### src/design/cpwb_regs.vh
`ifndef CPWB_REGS_VH
`define CPWB_REGS_VH

`define CPWB_OFS_MWIN1     8'h14
`define CPWB_OFS_MWIN2     8'h18
`define CPWB_OFS_TWIN1     8'h1C
`define CPWB_OFS_TWIN2     8'h20
`define CPWB_OFS_MIOWIN    8'h24
`define CPWB_WIN_RESET     32'h00000000
`define CPWB_MWIN_WMASK    32'hFF0FF0FF
`define CPWB_TWIN_WMASK    32'hFFEFF7FF

`define CPWB_EN_BIT        12
`define CPWB_MASK_LSB      13
`define CPWB_MASK_MSB      19
`define CPWB_MRB_MSB       7
`define CPWB_MLB_LSB       24
`define CPWB_TLB_MSB       10
`define CPWB_TPB_LSB       21

`define CPWB_CMD_IORD      4'h2
`define CPWB_CMD_IOWR      4'h3
`define CPWB_CMD_MEMRD     4'h6
`define CPWB_CMD_MEMWR     4'h7

`define CPWB_FIFO_WORDS    3'h4
`define CPWB_ICACHE_WORDS  4'h8
`define CPWB_WIN_SETTLE    2

`endif

### src/design/cpwb_mem.v
`default_nettype none
module cpwb_mem #(
	parameter W     = 32,
	parameter DEPTH = 4,
	parameter AW    = 2
) (
	input  wire          core_clk_i,
	input  wire          rst_i,
	input  wire          we_i,
	input  wire [AW-1:0] waddr_i,
	input  wire [W-1:0]  wdata_i,
	input  wire [AW-1:0] raddr_i,
	output reg  [W-1:0]  rdata_o
);
	reg [W-1:0] mem_r [0:DEPTH-1];

	// Storage has no reset; only the read register is cleared
	always @(posedge core_clk_i) begin
		if (we_i) begin
			mem_r[waddr_i] <= wdata_i;
		end
	end

	always @(posedge core_clk_i or posedge rst_i) begin
		if (rst_i) begin
			rdata_o <= {W{1'b0}};
		end else begin
			rdata_o <= mem_r[raddr_i];
		end
	end
endmodule
`default_nettype wire

### src/design/cpwb_skid.v
`default_nettype none
module cpwb_skid #(
	parameter W = 32
) (
	input  wire         core_clk_i,
	input  wire         rst_i,
	input  wire         in_valid_i,
	input  wire [W-1:0] in_data_i,
	output wire         in_ready_o,
	output reg          out_valid_o,
	output reg  [W-1:0] out_data_o,
	input  wire         out_ready_i
);
	reg         v1_r;
	reg [W-1:0] d1_r;
	wire        pop  = out_valid_o & out_ready_i;
	wire        push = in_valid_i & ~v1_r;

	assign in_ready_o = ~v1_r;

	always @(posedge core_clk_i or posedge rst_i) begin
		if (rst_i) begin
			out_valid_o <= 1'b0;
			out_data_o  <= {W{1'b0}};
			v1_r        <= 1'b0;
			d1_r        <= {W{1'b0}};
		end else if (pop) begin
			if (v1_r) begin
				out_data_o <= d1_r;
				v1_r       <= push;
				if (push) begin
					d1_r <= in_data_i;
				end
			end else begin
				out_valid_o <= push;
				if (push) begin
					out_data_o <= in_data_i;
				end
			end
		end else if (push) begin
			if (out_valid_o) begin
				v1_r <= 1'b1;
				d1_r <= in_data_i;
			end else begin
				out_valid_o <= 1'b1;
				out_data_o  <= in_data_i;
			end
		end
	end
endmodule
`default_nettype wire

### src/design/cpwb_top.v
`include "cpwb_regs.vh"
`default_nettype none
module cpwb_top (
	input  wire        core_clk_i,
	input  wire        rst_i,
	// Register port
	input  wire        reg_wr_i,
	input  wire        reg_rd_i,
	input  wire [7:0]  reg_addr_i,
	input  wire [31:0] reg_wdata_i,
	output reg  [31:0] reg_rdata_o,
	// CPU side
	input  wire        cpu_req_i,
	input  wire        cpu_we_i,
	input  wire [31:0] cpu_addr_i,
	input  wire [3:0]  cpu_be_i,
	input  wire [3:0]  cpu_len_i,
	output reg         cpu_ack_o,
	output reg         cpu_local_o,
	output reg         cpu_err_o,
	output reg         cpu_cycle_accept_n_o,
	input  wire        cpu_wvalid_i,
	input  wire [31:0] cpu_wdata_i,
	output wire        cpu_rvalid_o,
	output wire [31:0] cpu_rdata_o,
	input  wire        cpu_rready_i,
	// PCI master side
	input  wire        pci_clk_i,
	input  wire        pci_gnt_i,
	input  wire        pci_rvalid_i,
	input  wire [31:0] pci_rdata_i,
	output reg         pci_req_o,
	output reg  [3:0]  pci_cmd_o,
	output reg  [31:0] pci_addr_o,
	output reg  [3:0]  pci_be_o,
	output reg  [2:0]  pci_len_o,
	output reg         pci_wvalid_o,
	output reg  [31:0] pci_wdata_o,
	// PCI target side
	input  wire        pci_tvalid_i,
	input  wire [31:0] pci_taddr_i,
	output reg         tgt_claim_o,
	output reg         tgt_mem_req_o,
	output reg  [31:0] tgt_mem_addr_o
);
	localparam ST_IDLE  = 2'h0;
	localparam ST_WFILL = 2'h1;
	localparam ST_WXFER = 2'h2;
	localparam ST_RD    = 2'h3;
	localparam SW       = 68;

	function mhit;
		input [31:0] w;
		input [7:0]  a;
		begin
			mhit = w[`CPWB_EN_BIT] & (((a ^ w[31:`CPWB_MLB_LSB])
				& {1'b1, w[`CPWB_MASK_MSB:`CPWB_MASK_LSB]}) == 8'h00);
		end
	endfunction

	function [7:0] mxlt;
		input [31:0] w;
		input [7:0]  a;
		reg   [7:0]  cm;
		begin
			cm   = {1'b1, w[`CPWB_MASK_MSB:`CPWB_MASK_LSB]};
			mxlt = (w[`CPWB_MRB_MSB:0] & cm) | (a & ~cm);
		end
	endfunction

	function thit;
		input [31:0] w;
		input [10:0] a;
		begin
			thit = w[`CPWB_EN_BIT] & (((a ^ w[31:`CPWB_TPB_LSB])
				& {4'hF, w[`CPWB_MASK_MSB:`CPWB_MASK_LSB]}) == 11'h000);
		end
	endfunction

	function [10:0] txlt;
		input [31:0] w;
		input [10:0] a;
		reg   [10:0] cm;
		begin
			cm   = {4'hF, w[`CPWB_MASK_MSB:`CPWB_MASK_LSB]};
			txlt = (w[`CPWB_TLB_MSB:0] & cm) | (a & ~cm);
		end
	endfunction

	reg  [31:0] mwin1_r;
	reg  [31:0] mwin2_r;
	reg  [31:0] mio_r;
	reg  [31:0] twin1_r;
	reg  [31:0] twin2_r;
	reg  [SW-1:0] sync1_r;
	reg  [SW-1:0] sync2_r;
	reg  [1:0]  st_r;
	reg  [2:0]  len_r;
	reg         line_r;
	reg  [1:0]  start_r;
	reg  [2:0]  k_r;
	reg  [2:0]  ret_r;
	reg  [3:0]  vld_r;
	reg         rd_pend_r;
	reg         clk_d_r;

	// Link pins pass two flops; the PCI clock is watched for its falling edge,
	// halfway between the partner's launch edges, so sampled data is settled.
	wire        s_clk    = sync2_r[67];
	wire        gnt_s    = sync2_r[66];
	wire        rvalid_s = sync2_r[65];
	wire        tvalid_s = sync2_r[64];
	wire [31:0] rdata_s  = sync2_r[63:32];
	wire [31:0] taddr_s  = sync2_r[31:0];
	wire        pci_tick = clk_d_r & ~s_clk;

	wire        h1   = mhit(mwin1_r, cpu_addr_i[31:24]);
	wire        h2   = mhit(mwin2_r, cpu_addr_i[31:24]);
	wire        hio  = mhit(mio_r, cpu_addr_i[31:24]);
	wire        hany = h1 | h2 | hio;
	wire [31:0] hwin = h1 ? mwin1_r : (h2 ? mwin2_r : mio_r);
	wire        busy = cpu_ack_o | cpu_local_o | cpu_err_o;
	wire        take = cpu_req_i & ~busy;
	wire        fill = ~cpu_we_i & (cpu_len_i == {1'b0, `CPWB_FIFO_WORDS});
	wire        th1  = thit(twin1_r, taddr_s[31:21]);
	wire        th2  = thit(twin2_r, taddr_s[31:21]);

	wire [1:0]  ridx     = line_r ? (start_r + ret_r[1:0]) : ret_r[1:0];
	wire        k_done   = (k_r == len_r);
	wire        wr_cpu   = (st_r == ST_WFILL) & cpu_wvalid_i & ~k_done;
	wire        wr_pci   = (st_r == ST_RD) & pci_tick & gnt_s & rvalid_s & ~k_done;
	wire        mem_we   = wr_cpu | wr_pci;
	wire [31:0] mem_wd   = wr_cpu ? cpu_wdata_i : rdata_s;
	wire [1:0]  mem_ra   = (st_r == ST_RD) ? ridx : k_r[1:0];
	wire [31:0] mem_rd;
	wire        skid_rdy;
	wire        issue    = (st_r == ST_RD) & ~rd_pend_r & (ret_r != len_r)
				& vld_r[ridx] & skid_rdy;

	cpwb_mem #(.W(32), .DEPTH(4), .AW(2)) u_mem (
		.core_clk_i (core_clk_i),
		.rst_i      (rst_i),
		.we_i       (mem_we),
		.waddr_i    (k_r[1:0]),
		.wdata_i    (mem_wd),
		.raddr_i    (mem_ra),
		.rdata_o    (mem_rd)
	);

	cpwb_skid #(.W(32)) u_skid (
		.core_clk_i  (core_clk_i),
		.rst_i       (rst_i),
		.in_valid_i  (rd_pend_r),
		.in_data_i   (mem_rd),
		.in_ready_o  (skid_rdy),
		.out_valid_o (cpu_rvalid_o),
		.out_data_o  (cpu_rdata_o),
		.out_ready_i (cpu_rready_i)
	);

	always @(posedge core_clk_i or posedge rst_i) begin
		if (rst_i) begin
			sync1_r <= {SW{1'b0}};
			sync2_r <= {SW{1'b0}};
			clk_d_r <= 1'b0;
		end else begin
			sync1_r <= {pci_clk_i, pci_gnt_i, pci_rvalid_i, pci_tvalid_i,
				pci_rdata_i, pci_taddr_i};
			sync2_r <= sync1_r;
			clk_d_r <= s_clk;
		end
	end

	// Window registers; reserved bits never store a one
	always @(posedge core_clk_i or posedge rst_i) begin
		if (rst_i) begin
			mwin1_r     <= `CPWB_WIN_RESET;
			mwin2_r     <= `CPWB_WIN_RESET;
			mio_r       <= `CPWB_WIN_RESET;
			twin1_r     <= `CPWB_WIN_RESET;
			twin2_r     <= `CPWB_WIN_RESET;
			reg_rdata_o <= 32'h00000000;
		end else begin
			if (reg_wr_i) begin
				case (reg_addr_i)
				`CPWB_OFS_MWIN1: mwin1_r <= reg_wdata_i & `CPWB_MWIN_WMASK;
				`CPWB_OFS_MWIN2: mwin2_r <= reg_wdata_i & `CPWB_MWIN_WMASK;
				`CPWB_OFS_MIOWIN: mio_r <= reg_wdata_i & `CPWB_MWIN_WMASK;
				`CPWB_OFS_TWIN1: twin1_r <= reg_wdata_i & `CPWB_TWIN_WMASK;
				`CPWB_OFS_TWIN2: twin2_r <= reg_wdata_i & `CPWB_TWIN_WMASK;
				default: ;
				endcase
			end
			if (reg_rd_i) begin
				case (reg_addr_i)
				`CPWB_OFS_MWIN1: reg_rdata_o <= mwin1_r;
				`CPWB_OFS_MWIN2: reg_rdata_o <= mwin2_r;
				`CPWB_OFS_MIOWIN: reg_rdata_o <= mio_r;
				`CPWB_OFS_TWIN1: reg_rdata_o <= twin1_r;
				`CPWB_OFS_TWIN2: reg_rdata_o <= twin2_r;
				default: reg_rdata_o <= 32'h00000000;
				endcase
			end
		end
	end

	// Target decode runs apart from the master state, so a waiting master
	// request never blocks another agent from reaching local memory.
	always @(posedge core_clk_i or posedge rst_i) begin
		if (rst_i) begin
			tgt_claim_o    <= 1'b0;
			tgt_mem_req_o  <= 1'b0;
			tgt_mem_addr_o <= 32'h00000000;
		end else begin
			tgt_mem_req_o <= 1'b0;
			if (pci_tick) begin
				tgt_claim_o <= tvalid_s & (th1 | th2);
				if (tvalid_s & (th1 | th2)) begin
					tgt_mem_req_o  <= 1'b1;
					tgt_mem_addr_o <= {txlt(th1 ? twin1_r : twin2_r, taddr_s[31:21]),
						taddr_s[20:0]};
				end
			end
		end
	end

	always @(posedge core_clk_i or posedge rst_i) begin
		if (rst_i) begin
			st_r                 <= ST_IDLE;
			len_r                <= 3'h0;
			line_r               <= 1'b0;
			start_r              <= 2'h0;
			k_r                  <= 3'h0;
			ret_r                <= 3'h0;
			vld_r                <= 4'h0;
			rd_pend_r            <= 1'b0;
			cpu_ack_o            <= 1'b0;
			cpu_local_o          <= 1'b0;
			cpu_err_o            <= 1'b0;
			cpu_cycle_accept_n_o <= 1'b0;
			pci_req_o            <= 1'b0;
			pci_cmd_o            <= 4'h0;
			pci_addr_o           <= 32'h00000000;
			pci_be_o             <= 4'h0;
			pci_len_o            <= 3'h0;
			pci_wvalid_o         <= 1'b0;
			pci_wdata_o          <= 32'h00000000;
		end else begin
			cpu_ack_o   <= 1'b0;
			cpu_local_o <= 1'b0;
			cpu_err_o   <= 1'b0;
			rd_pend_r   <= issue;
			if (take) begin
				if (!hany) begin
					cpu_local_o <= 1'b1;
				end else if (st_r == ST_IDLE) begin
					if (!cpu_we_i && cpu_len_i == `CPWB_ICACHE_WORDS) begin
						cpu_err_o <= 1'b1;
					end else begin
						cpu_ack_o  <= 1'b1;
						len_r      <= cpu_len_i[2:0];
						pci_len_o  <= cpu_len_i[2:0];
						line_r     <= fill;
						start_r    <= cpu_addr_i[3:2];
						k_r        <= 3'h0;
						ret_r      <= 3'h0;
						vld_r      <= 4'h0;
						pci_addr_o <= {mxlt(hwin, cpu_addr_i[31:24]), cpu_addr_i[23:4],
							fill ? 2'b00 : cpu_addr_i[3:2], cpu_addr_i[1:0]};
						pci_be_o   <= (cpu_len_i == 4'h1) ? cpu_be_i : 4'hF;
						if (hio) begin
							pci_cmd_o <= cpu_we_i ? `CPWB_CMD_IOWR : `CPWB_CMD_IORD;
						end else begin
							pci_cmd_o <= cpu_we_i ? `CPWB_CMD_MEMWR : `CPWB_CMD_MEMRD;
						end
						if (cpu_we_i) begin
							st_r <= ST_WFILL;
						end else begin
							st_r      <= ST_RD;
							pci_req_o <= 1'b1;
						end
					end
				end
			end
			case (st_r)
			ST_WFILL: begin
				if (wr_cpu) begin
					k_r <= k_r + 3'h1;
				end
				if (k_done) begin
					k_r       <= 3'h0;
					pci_req_o <= 1'b1;
					st_r      <= ST_WXFER;
				end
			end
			ST_WXFER: begin
				// Each falling PCI edge with the grant seen presents the next word for the next rise
				if (pci_tick && gnt_s) begin
					if (!k_done) begin
						pci_wdata_o  <= mem_rd;
						pci_wvalid_o <= 1'b1;
						k_r          <= k_r + 3'h1;
					end else begin
						pci_wvalid_o <= 1'b0;
						pci_req_o    <= 1'b0;
						st_r         <= ST_IDLE;
					end
				end
			end
			ST_RD: begin
				if (wr_pci) begin
					k_r          <= k_r + 3'h1;
					vld_r[k_r[1:0]] <= 1'b1;
				end
				if (k_done) begin
					pci_req_o <= 1'b0;
				end
				if (issue) begin
					ret_r <= ret_r + 3'h1;
				end
				if (k_done && ret_r == len_r && !rd_pend_r) begin
					st_r <= ST_IDLE;
				end
			end
			default: ;
			endcase
			// Negated while the buffer sits full and the bus is not yet ours
			cpu_cycle_accept_n_o <= ~gnt_s & (((st_r == ST_WFILL) && (k_r == `CPWB_FIFO_WORDS))
				|| ((st_r == ST_WXFER) && (k_r == 3'h0) && (len_r == `CPWB_FIFO_WORDS)));
		end
	end
endmodule
`default_nettype wire
### config.mk
export PLATFORM = sky130hd
export DESIGN_NAME = cpwb_top
export DESIGN_NICKNAME = d
export VERILOG_FILES = /design/src/design/cpwb_mem.v /design/src/design/cpwb_skid.v /design/src/design/cpwb_top.v
export VERILOG_INCLUDE_DIRS = /design/src /design/src/design
export SDC_FILE = /design/constraint.sdc
export NUM_CORES = 1
export LEC_CHECK = 0
export BUFFER_PORTS_ARGS = -buffer_cell sky130_fd_sc_hd__buf_2
export CAP_MARGIN = 20
export CORE_UTILIZATION = 52
export DETAILED_ROUTE_END_ITERATION = 10
export GPL_ROUTABILITY_DRIVEN = 0
export GPL_TIMING_DRIVEN = 0
export PLACE_DENSITY_LB_ADDON = 0.12
export SETUP_SLACK_MARGIN = 0.15
export SLEW_MARGIN = 15
export SYNTH_ARGS = -nofsm -noshare
export SYNTH_HDL_FRONTEND = slang
export SYNTH_HIERARCHICAL = 1
export SYNTH_SLANG_ARGS = --single-unit
### constraint.sdc
create_clock -name core_clk_i -period 12 [get_ports core_clk_i]
set_input_delay 1.2 -clock core_clk_i [delete_from_list [all_inputs] [get_ports core_clk_i]]
set_output_delay 1.2 -clock core_clk_i [all_outputs]
set_load 0.02 [all_outputs]
==> results of run 1 <==
[layout by cell type, fill, tap and decap left out, drive strengths merged, types with 13 or more instances in the layout]
cell type  Yosys  layout
buf           48     422
or2           26      26
clkbuf        41     137
a222oi        24      24
mux2i         17      17
dfrtp        527     527
xor2          43      43
nand2         40      40
clkinv         0      13
nor2          62      62
mux2         288     288
o21ai         23      23
a21oi         26      26
mux4          32      32
nand2b        20      20
a31oi         25      25
nor3b         24      24
a211oi        19      19
nand3         13      13
inv           27      30
edfxtp       128     128
a22oi         52      52
o22ai         15      15
nor3          23      23
o221a         25      25
[metrics by stage]
step           hold WS [ps]  total power, mW  std cells  instance area, um^2  setup WS (ps)
2_1_floorplan           331             3.55       1648                25800           5010
3_3_place_gp            332             3.91       2664                28400           2530
3_5_place_dp            335             3.96       2686                28800           7960
4_1_cts                 330             6.15       2808                31200           8190
5_1_grt                 342             6.34       2811                31200           7980
6_report                336             6.09       2813                31200           8280
[per-layer routing]
metal	up-vias	global-route usage	routed length [um]
met5	-	0	17
met4	2	0.133	3260
met3	188	0.0461	3220
met2	547	0.446	33000
met1	8142	0.333	26200
li1	7027	-	-
[worst reg2reg max path: cells and delay by family, from the launching register on]
kind,cells,cell delay (ps)
buffers and inverters,4,710
and+or+nand+nor,5,2340
DFF,1,380
[cell families after synthesis]
family | count (synthesis) | share of synthesized area
other | 1 | 0.000146
AOI/OAI and AO/OA | 237 | 0.0707
muxes | 337 | 0.169
xor gates and xnor gates | 53 | 0.0180
DFF | 655 | 0.661
buffers and inverters | 116 | 0.0254
adders and majority gates | 6 | 0.00291
and+or+nand+nor | 241 | 0.0532
[power by group]
group	internal (mW)	switching, mW	total, mW	leakage [nW]
registers	2.58	0.222	2.80	7.78
logic	0.530	0.580	1.11	5.26
clock network	1.32	0.861	2.18	1.14
total	4.42	1.66	6.09	14.2
[worst max-delay path by stage]
stage                                      from                           end
after floorplan                           rst_i             clk_d_r$_DFF_PP0_
after global placement                    rst_i         sync1_r[18]$_DFF_PP0_
after detailed placement           cpu_wvalid_i  u_mem/mem_r[0][16]$_DFFE_PP_
after CTS                 sync2_r[67]$_DFF_PP0_  u_mem/mem_r[0][12]$_DFFE_PP_
after global routing      sync2_r[67]$_DFF_PP0_  u_mem/mem_r[0][16]$_DFFE_PP_
final                     sync2_r[67]$_DFF_PP0_  u_mem/mem_r[0][16]$_DFFE_PP_
[state kept, by name, indices dropped and copies added, names as in the netlist, 30 cells and up]
name,count
pci_addr_o,32
u_skid/out_data_o,32
twin1_r,30
reg_rdata_o,30
pci_wdata_o,32
u_skid/d1_r,32
twin2_r,30
sync2_r,68
u_mem/mem_r,128
u_mem/rdata_o,32
sync1_r,68
tgt_mem_addr_o,32
[area by class of cell]
cell class	count	area [um^2]	area share
diodes	5	12.5	0.000401
plain buffers	89	553	0.0177
clock buffers	96	1960	0.0629
clock inverters	26	363	0.0116
inverters	27	108	0.00345
multi-input cells	877	8100	0.260
flip-flops and latches	655	17000	0.547
well taps	664	831	0.0267
repair buffers	374	2200	0.0707
==> flow_summary.rst, run 1 <==
.. list-table::
   :header-rows: 1

   * - Metric
     - Value
   * - Outcome
     - finished clean
   * - Final-report hold violation count
     - 0
   * - Top-level I/O count
     - 368
   * - Slew headroom
     - 0.393
   * - Share of the cycle needed by the critical path after routing
     - 0.310
   * - Library cell used as clock root buffer
     - clkbuf_16
   * - Router iterations before antenna repair
     - 8
   * - Buffers and inverters on the worst path
     - 4
   * - Max stage delay on crit path
     - 810 ps
   * - Share of the synthesized area in the top cell type
     - 0.512
   * - TritonCTS buffer count
     - 69
   * - Floorplan die width
     - ~220 um
   * - Final setup fails
     - 0
   * - Kind of critical path
     - register to register
   * - Top Family by Delay on Critical Path
     - simple AND/OR/NAND/NOR gates
   * - Initial core utilization
     - 0.526
   * - Highest attainable clock frequency
     - between 0.2 and 0.3 GHz
   * - Routed length per instance
     - approximately 23 um
   * - Clock slew at the register clock pins of the worst setup and hold paths
     - 60 ps
   * - CORE AREA
     - 49000 um^2
   * - Ys async rst share
     - 0.805
   * - Power per cell area
     - 195 nW/um^2
   * - Post-CTS Setup Repair Bufs
     - 0
   * - Hpwl dp
     - between 40000 and 50000 um
   * - DR DRC count
     - 0
   * - Avg Inst Size Synth
     - 15.7 um^2
   * - Overflow after GRT
     - 0
   * - Summed negative setup slack over all endpoints
     - 0 ps
   * - Reg2reg path depth
     - 9
   * - Sink count of the clock tree
     - 655
   * - Number of warning messages in the yosys log
     - 6
   * - Library cells used by synthesis
     - 74
   * - Final Critical Period
     - 3720 ps
   * - Dominant cell by count in the synthesized netlist
     - dfrtp_1
   * - Slowest cell on the critical path
     - nor4b_1
   * - Worst min path class
     - register to register
   * - Number of cells produced by synthesis
     - ~1600
   * - Post-CTS resize count
     - 0
   * - Area contributors post-synth
     - dfrtp_1 51%, edfxtp_1 15%, mux2_2 9.9%
   * - Routed vias/inst
     - 5.65
   * - Worst voltage drop across the vdd grid
     - 0.146 mV
   * - Die Y
     - about 220 um
   * - EDFF count, synth
     - 128
   * - Htree depth
     - 3
   * - Synth Cell Area
     - 25800 um^2
   * - Critical Path Sink Type
     - register
   * - Final routed wirelength across all metal layers
     - 65700 um
   * - R2R setup slack
     - 8280 ps
   * - Violation count after the first detailed-routing iteration
     - 1162
   * - Arr. time, crit path
     - roughly 4000 ps
   * - Via count of the first global-routing pass
     - between 15000 and 20000
   * - Slew Viols, Final
     - 0
   * - R2R Path Start
     - sync2_r[67]$_DFF_PP0_
   * - Share of synthesized area occupied by flip-flops and latches
     - 0.661
   * - Count of fill cells added during filler insertion
     - about 3700
   * - Number of cells on the critical path
     - 9
   * - Hold Crit Depth
     - 0
   * - Maximum clock insertion buffer count
     - 3
   * - Post-layout util
     - 0.637
   * - Kind of launch point of the worst setup path
     - register
   * - Maximum number of pins on one net before global-route repair
     - 56
   * - Share of final-layout standard cells stronger than drive strength 1
     - 0.408
   * - Reported max-cap violation count
     - 0
   * - DR vias
     - 15906
   * - Standard-cell row count
     - between 80 and 90
   * - Hold Crit Start
     - sync1_r[60]$_DFF_PP0_
   * - Largest clock skew in the final design
     - 22.3 ps
   * - First-pass GRT wire length
     - 100000 um
   * - Layout area overhead
     - 20.9%
   * - Overall track demand over capacity in global routing
     - 0.266
   * - Worst path most repeated cell
     - buf_6
   * - Leak Pwr
     - 14.2 nW
   * - Layout Nets
     - 2287
   * - Post-route ant nets
     - 0
   * - Synth Register Bits
     - 655
   * - Sequence of cells on the critical path
     - nor2b_1 -> nand2_1 -> nor4b_1 -> nand2b_1 -> nor3b_2 -> buf_6 -> buf_6 -> buf_6 -> buf_6
   * - Prevailing post-synth register cell
     - dfrtp_1
   * - Worst-path maximum fanout
     - 9
   * - Clock tree from TritonCTS
     - done
   * - Latest clock arrival within the worst-skew pair
     - 600 ps
   * - Actual slew at the worst max-slew pin
     - 899 ps
   * - Destination of the worst hold path
     - sync2_r[60]$_DFF_PP0_
   * - Number of buffers added to fix hold violations after cts
     - 0
   * - Largest area contributor in the netlist
     - dfrtp_1
   * - Worst path required time
     - between 10000 and 15000 ps
   * - Initial antenna violation count
     - 6
   * - PortBufs
     - 352
   * - Unrepaired setup endpoints after global routing
     - false
   * - Die outline area
     - 50500 um^2
   * - Critical R2R Capture
     - u_mem/mem_r[0][16]$_DFFE_PP_
   * - Most common library cells after synthesis
     - 527 x dfrtp_1, 227 x mux2_2, 128 x edfxtp_1
No activity file was read; power rests on OpenSTA's default activity.
==> run 2: changes to the inputs <==
--- a/config.mk
+++ b/config.mk
@@ -6,6 +6,7 @@
 export SDC_FILE = /design/constraint.sdc
 export NUM_CORES = 1
 export LEC_CHECK = 0
+export ABC_AREA = 1
 export BUFFER_PORTS_ARGS = -buffer_cell sky130_fd_sc_hd__buf_2
 export CAP_MARGIN = 20
 export CORE_UTILIZATION = 52
==> constraint.sdc (replaced) <==
create_clock -name core_clk_i -period 3.23 [get_ports core_clk_i]
set_input_delay 0.323 -clock core_clk_i [delete_from_list [all_inputs] [get_ports core_clk_i]]
set_output_delay 0.323 -clock core_clk_i [all_outputs]
set_load 0.02 [all_outputs]
==> flow_summary.rst, run 2 <==
.. list-table::
   :header-rows: 1

   * - Metric
     - Value
   * - Critical path capture point
     - u_mem/mem_r[1][30]$_DFFE_PP_
   * - Post-route ant nets
     - 0
   * - Slew Viols, Final
     - 0
   * - Htree depth
     - 3
   * - Initial core utilization
     - 0.528
   * - Routed vias/inst
     - 5.25
   * - Sequence of cells on the critical path
     - xnor2_1 -> nand3_2 -> nand2_1 -> inv_2 -> nand2_2 -> buf_4 -> nand2_1 -> inv_1 -> nor3_4 -> buf_8 -> buf_6 -> buf_8
   * - Critical Path Sink Type
     - register
   * - Actual slew at the worst max-slew pin
     - 730 ps
   * - Share of final-layout standard cells stronger than drive strength 1
     - 0.203
   * - Pwr Total
     - 22.0 mW
   * - DR DRC count
     - 0
   * - Count of fill cells added during filler insertion
     - 4124
   * - R2R Path Start
     - k_r[1]$_DFF_PP0_
   * - Synth Cell Area
     - 27100 um^2
   * - Post-Layout Inst Area
     - 33700 um^2
   * - Overall track demand over capacity in global routing
     - 0.288
   * - Arr. time, crit path
     - 3280 ps
   * - Top-level I/O count
     - 368
   * - Area contributors post-synth
     - dfrtp_1 49%, edfxtp_1 14%, nand2_1 14%
   * - Routed length per instance
     - 18.3 um
   * - Slowest cell on the critical path
     - dfrtp_1
   * - Via count of the first global-routing pass
     - roughly 21000
   * - Top Family by Delay on Critical Path
     - buffers and inverters
   * - Worst-path maximum fanout
     - 11
   * - Hold Crit Depth
     - 3
   * - Leak Pwr
     - 17.0 nW
   * - Hpwl dp
     - 53300 um
   * - First-pass GRT wire length
     - 118000 um
   * - Synth Register Bits
     - 655
   * - Largest registers
     - u_mem/mem_r: 128 flops, sync1_r: 68 flops, sync2_r: 68 flops
   * - Ys async rst share
     - 0.805
   * - Latest clock arrival within the worst-skew pair
     - 610 ps
   * - Highest attainable clock frequency
     - between 0.3 and 0.4 GHz
   * - EDFF count, synth
     - 128
   * - Critical R2R Capture
     - u_mem/mem_r[1][30]$_DFFE_PP_
   * - Met2 Resource Use GR
     - 0.462
   * - Sink count of the clock tree
     - 655
   * - Most congested layer reported by global routing
     - met2
   * - Worst min path class
     - input pin to register
   * - Reg2reg path depth
     - 12
   * - Most flop-heavy register
     - u_mem/mem_r
   * - Worst setup slack after placement
     - 110 ps
   * - Library cells used by synthesis
     - 53
   * - Final non-filler cell total
     - 4103
   * - Initial antenna violation count
     - 3
   * - Largest clock skew in the final design
     - 25.4 ps
   * - Number of cells produced by synthesis
     - 2796
   * - Violation count after the first detailed-routing iteration
     - approximately 1900
   * - Number of cells on the critical path
     - 12
   * - Dominant cell by count in the synthesized netlist
     - nand2_1
   * - Floorplan die width
     - about 230 um
   * - Total placed cells including tap cells
     - 3863
   * - Final routed wirelength across all metal layers
     - approximately 75000 um
   * - Met1 Use GR
     - 0.386
   * - Outcome
     - finished clean
   * - Setup crit start
     - k_r[1]$_DFF_PP0_
   * - Layout Nets
     - 3560
   * - Slew headroom
     - 0.514
   * - Final Critical Period
     - 2920 ps
   * - Max stage delay on crit path
     - 570 ps
   * - Kind of launch point of the worst setup path
     - register
   * - Number of warning messages in the yosys log
     - 6
   * - Post-layout util
     - 0.655
   * - R2R setup slack
     - 310 ps
   * - TritonCTS buffer count
     - 69
   * - Final-report hold violation count
     - 0
   * - Global routing met3 resource utilization
     - 0.0532
   * - Die outline area
     - 53100 um^2
   * - Layout area overhead
     - 24.2%
   * - Share of the synthesized area in the top cell type
     - 0.486
   * - Overflow after GRT
     - 0
   * - Most common cell after layout, fill and taps aside
     - nand2_1
   * - Number of flip-flops under the largest register name
     - 128
   * - Worst voltage drop across the vdd grid
     - 0.528 mV
   * - Area post-placement
     - between 30000 and 40000 um^2
   * - Top library cells by usage in the layout, fill and taps aside
     - 989 x nand2_1, 526 x dfrtp_1, 397 x buf_2
   * - PortBufs
     - 361
   * - Kind of critical path
     - register to register
   * - Final setup fails
     - 0
   * - Worst path required time
     - between 3000 and 4000 ps
   * - Share of synthesized area occupied by flip-flops and latches
     - 0.628
   * - Avg Inst Size Synth
     - 9.70 um^2
   * - Library cell used as clock root buffer
     - clkbuf_16
   * - DR vias
     - between 20000 and 25000
   * - Maximum clock insertion buffer count
     - 3
   * - CORE AREA
     - 51400 um^2
   * - Largest area contributor in the netlist
     - dfrtp_1
   * - Worst-case setup margin in the final layout
     - just over 300 ps
   * - Maximum number of pins on one net before global-route repair
     - 44
   * - Clock slew at the register clock pins of the worst setup and hold paths
     - about 60 ps
   * - Standard-cell row count
     - 83
   * - Prevailing post-synth register cell
     - dfrtp_1
   * - Clock tree from TritonCTS
     - done
   * - Router iterations before antenna repair
     - 5
   * - Most common library cells after synthesis
     - 989 x nand2_1, 527 x dfrtp_1, 313 x inv_1
   * - Power per cell area
     - between 600 and 700 nW/um^2
   * - Reported max-cap violation count
     - 0
   * - Die Y
     - 230 um
   * - Unrepaired setup endpoints after global routing
     - false
   * - Buffers and inverters on the worst path
     - 6
   * - Share of the cycle needed by the critical path after routing
     - 0.904
run 2: cell count changes after synthesis, moves of 30 or more:
cell / change
o21ai_0: +162
a22oi_1: -40
inv_1: +286
mux2_2: -191
nand4_1: +47
nand2_1: +950
mux4_2: -30
xor2_1: -40
mux2_4: -55
nand3_1: +144
run 2: cell type report:
class,count,area [um^2],area share
sequential,655,17000,0.506
buffer,127,812,0.0241
inverter,332,1250,0.0372
clock inverter,35,365,0.0108
multi-input combinational,1684,8080,0.240
timing repair buffer,497,3380,0.100
tap,680,851,0.0253
antenna,2,5.00,0.000149
clock buffer,91,1910,0.0567
run 2: kinds of logic after synthesis:
| logic type | count (synthesis) | share of synthesized area |
|---|---|---|
| fa+ha+maj | 6 | 0.00277 |
| flops | 655 | 0.628 |
| xor+xnor | 12 | 0.00388 |
| buf+inv | 459 | 0.0759 |
| compound gates | 301 | 0.0636 |
| simple gates | 1298 | 0.199 |
| mux | 64 | 0.0266 |
| other cells | 1 | 0.000138 |
run 2: where the power goes:
| part | leakage (nW) | internal, mW | switching, mW |
|---|---|---|---|
| logic | 7.90 | 1.42 | 2.55 |
| registers | 7.95 | 9.38 | 0.698 |
| clock network | 1.12 | 4.61 | 3.33 |
| total | 17.0 | 15.4 | 6.58 |
run 2: stage by stage:
step | TNS (ps) | hold WS, ps
after floorplan | -1237400 | 331
after global placement | -2391110 | 331
after detailed placement | 0 | 335
after CTS | 0 | 3.88
after global routing | 0 | 63.4
final | 0 | 40.2
run 2: how the worst min path moves through the flow:
| stage | start | to | slack [ps] |
|---|---|---|---|
| finish | cpu_len_i[1] | len_r[1]$_DFFE_PP0P_ | 40 |
| global route | cpu_len_i[2] | len_r[2]$_DFFE_PP0P_ | 60 |
| CTS | cpu_len_i[1] | len_r[1]$_DFFE_PP0P_ | 4 |
| detailed placement | sync1_r[4]$_DFF_PP0_ | sync2_r[4]$_DFF_PP0_ | 330 |
| global placement | sync1_r[25]$_DFF_PP0_ | sync2_r[25]$_DFF_PP0_ | 330 |
| floorplan | sync1_r[0]$_DFF_PP0_ | sync2_r[0]$_DFF_PP0_ | 330 |
run 2: worst reg2reg max path, cell delays in order (launching register included):
cell and delay (ps):
dfrtp_1 570, xnor2_1 180, nand3_2 200, nand2_1 180, inv_2 60, nand2_2 250
buf_4 320, nand2_1 80, inv_1 280, nor3_4 70, buf_8 170, buf_6 160
buf_8 150
run 2: repair_timing:
action | 4_1_cts | 5_1_grt
endpoints found under the hold margin | 171 | 0
cloned | 0 | 0
pin swaps | 2 | 1
buffers inserted | 3 | 4
hold buffers | 105 | 0
gates resized for setup | 1 | 0
setup endpoints to repair | 25 | 13
run 2: metal layers:
layer / up-vias / wire length [um]
met3: 202 / 5360
met4: 4 / 3030
met5: - / 23
met2: 901 / 35400
li1: 10070 / -
met1: 10352 / 31200
==> run 3: changes to the inputs <==
--- a/config.mk
+++ b/config.mk
@@ -9,6 +9,7 @@
 export ABC_AREA = 1
 export BUFFER_PORTS_ARGS = -buffer_cell sky130_fd_sc_hd__buf_2
 export CAP_MARGIN = 20
+export CORE_MARGIN = 8
 export CORE_UTILIZATION = 52
 export DETAILED_ROUTE_END_ITERATION = 10
 export GPL_ROUTABILITY_DRIVEN = 0
==> flow_summary.rst, run 3 (synthesis gave the netlist of run 2 again) <==
.. list-table::
   :header-rows: 1

   * - Metric
     - Value
   * - Sequence of cells on the critical path
     - xnor2_1 -> nand3_2 -> nand2_1 -> inv_2 -> nand2_2 -> buf_4 -> nand2_1 -> inv_1 -> nor3_4 -> buf_8 -> buf_8
   * - Htree depth
     - 3
   * - Power per cell area
     - between 600 and 700 nW/um^2
   * - Maximum number of pins on one net before global-route repair
     - 57
   * - Area taken by multi-input logic gates
     - about 8100 um^2
   * - Clock slew at the register clock pins of the worst setup and hold paths
     - 60 ps
   * - Summed negative setup slack over all endpoints
     - 0 ps
   * - Share of final-layout standard cells stronger than drive strength 1
     - 0.203
   * - DR vias
     - ~21000
   * - Switch Pwr
     - 6.55 mW
   * - Floorplan die width
     - 244 um
   * - Internal Pwr Total
     - between 15 and 20 mW
   * - Maximum clock insertion buffer count
     - 3
   * - Critical R2R Capture
     - u_mem/mem_r[1][26]$_DFFE_PP_
   * - Share of the cycle needed by the critical path after routing
     - 0.899
   * - Reported max-cap violation count
     - 0
   * - Slew headroom
     - 0.522
   * - First-pass GRT wire length
     - around 120000 um
   * - Hpwl dp
     - 55400 um
   * - Sequential fraction of design power
     - 0.461
   * - Top library cells by usage in the layout, fill and taps aside
     - 989 x nand2_1, 525 x dfrtp_1, 397 x buf_2
   * - Initial antenna violation count
     - 4
   * - Die outline area
     - 59700 um^2
   * - Most congested layer reported by global routing
     - met2
   * - CORE AREA
     - 51400 um^2
   * - Arr. time, crit path
     - 3200 ps
   * - Overflow after GRT
     - 0
   * - Met2 Resource Use GR
     - 0.412
   * - Kind of launch point of the worst setup path
     - register
   * - DR DRC count
     - 0
   * - Hold Crit Depth
     - 5
   * - Violation count after the first detailed-routing iteration
     - 1742
   * - Die Y
     - 244 um
   * - Met1 Use GR
     - 0.331
   * - Post-layout util
     - 0.653
   * - Largest clock skew in the final design
     - 17.8 ps
   * - Layout Nets
     - 3552
   * - Top-level I/O count
     - 368
   * - Layout area overhead
     - 23.8%
   * - Max stage delay on crit path
     - 490 ps
   * - Part of the power in combinational logic
     - 0.183
   * - Unrepaired setup endpoints after global routing
     - false
   * - Top Family by Delay on Critical Path
     - buffers and inverters
   * - TritonCTS buffer count
     - 69
   * - Clock network power share
     - 0.356
   * - Latest clock arrival within the worst-skew pair
     - 600 ps
   * - Sink count of the clock tree
     - 655
   * - Worst voltage drop across the vdd grid
     - 0.456 mV
   * - Worst-path maximum fanout
     - 14
   * - Setup crit start
     - k_r[1]$_DFF_PP0_
   * - Routed length per instance
     - around 19 um
   * - R2R Path Start
     - k_r[1]$_DFF_PP0_
   * - Final setup fails
     - 0
   * - Final-report hold violation count
     - 0
   * - Slew Viols, Final
     - 0
   * - Number of flip-flops under the largest register name
     - around 130
   * - Final routed wirelength across all metal layers
     - 76400 um
   * - Critical Path Sink Type
     - register
   * - Initial core utilization
     - 0.528
   * - Slowest cell on the critical path
     - dfrtp_2
   * - Outcome
     - finished clean
   * - Router iterations before antenna repair
     - 7
   * - Sw Share
     - 0.300
   * - Worst path required time
     - 3520 ps
   * - Hold Crit Start
     - cpu_be_i[3]
   * - Kind of critical path
     - register to register
   * - Worst min path class
     - input pin to register
   * - Count of fill cells added during filler insertion
     - 4067
   * - Post-route ant nets
     - 0
   * - Most flop-heavy register
     - u_mem/mem_r
   * - Standard-cell row count
     - 83
   * - Highest attainable clock frequency
     - approximately 0.34 GHz
   * - Routed vias/inst
     - 5.22
   * - Storage element area
     - 17000 um^2
   * - Clock tree from TritonCTS
     - done
   * - Largest registers
     - u_mem/mem_r: 128 flops, sync1_r: 68 flops, sync2_r: 68 flops
   * - Leak Pwr
     - approximately 17 nW
   * - Reg2reg path depth
     - 11
   * - Global routing met3 resource utilization
     - 0.0593
   * - Overall track demand over capacity in global routing
     - 0.255
   * - Buffers and inverters on the worst path
     - 5
   * - Final Critical Period
     - just under 3000 ps
   * - PortBufs
     - 361
   * - Most common cell after layout, fill and taps aside
     - nand2_1
   * - Library cell used as clock root buffer
     - clkbuf_16
   * - Via count of the first global-routing pass
     - 22108
   * - Destination of the worst hold path
     - pci_be_o[3]$_DFFE_PP0P_
   * - Actual slew at the worst max-slew pin
     - 716 ps
   * - R2R setup slack
     - 330 ps
==> run 3: changes by cell type in the layout (fill, tap and decap cells not counted), sizes merged <==
cell,delta
clkinv,-5
clkbuf,+8
bufinv,-3
diode,+3
inv,+2
buf,-4
dlygate4sd3,-4
clkinvlp,-2
==> run 3: worst max path at each step <==
stage                                         endpoint  slack [ps]  depth (start not counted)
after floorplan                      clk_d_r$_DFF_PP0_       -2880                          1
after global placement     reg_rdata_o[22]$_DFFE_PP0P_       -5240                          2
after detailed placement  u_mem/mem_r[3][23]$_DFFE_PP_          20                         11
after CTS                 u_mem/mem_r[0][17]$_DFFE_PP_         220                         11
after global routing      u_mem/mem_r[0][17]$_DFFE_PP_         150                         11
final                     u_mem/mem_r[1][26]$_DFFE_PP_         330                         11
==> run 3: what timing repair did <==
action | 4_1_cts | 5_1_grt
hold buffers | 101 | 0
buffers inserted | 4 | 0
endpoints found under the setup margin | 48 | 48
endpoints found under the hold margin | 206 | 0
pin swaps | 4 | 0
gates cloned | 0 | 0
resized for setup | 0 | 2
==> run 3: area by class of cell <==
| cell class | count | share of cell area |
|---|---|---|
| multi-input combinational | 1684 | 0.241 |
| sequential | 655 | 0.507 |
| buffer | 127 | 0.0242 |
| inverter | 332 | 0.0373 |
| clock buffer | 99 | 0.0595 |
| tap | 680 | 0.0253 |
| clock inverter | 27 | 0.00764 |
| antenna | 5 | 0.000373 |
| timing repair buffer | 489 | 0.0976 |
==> run 3: metal layers <==
metal	wire, um	vias up
li1	-	10067
met1	31300	10256
met2	36300	900
met3	6090	181
met4	2690	0
met5	0	-
==> run 3: through the flow <==
stage               setup WS, ps  power [mW]  instance area, um^2  hold WS [ps]  std cells
floorplan                  -2880        12.5                27200           331       2798
global placement           -5240        14.0                29800           331       3839
detailed placement          16.6        14.1                30300           278       3862
CTS                          222        22.0                33600          3.83       4093
global route                 153        22.9                33600          35.4       4094
finish                       326        21.9                33600          34.0       4098
==> run 3: power by group through the flow <==
stage	Combinational (mW)	Clock, mW	Sequential (mW)
final	3.99	7.79	10.1
after global routing	4.41	8.29	10.2
after CTS	4.02	7.94	10.1
after detailed placement	3.91	0	10.2
after global placement	3.77	0	10.2
after floorplan	1.87	0	10.6
==> run 3: worst register-to-register path, delay by kind of cell, from the launching register on <==
family,cells,cell delay (ps)
buf+inv,5,990
simple gates,5,950
flops,1,490
xor+xnor,1,170
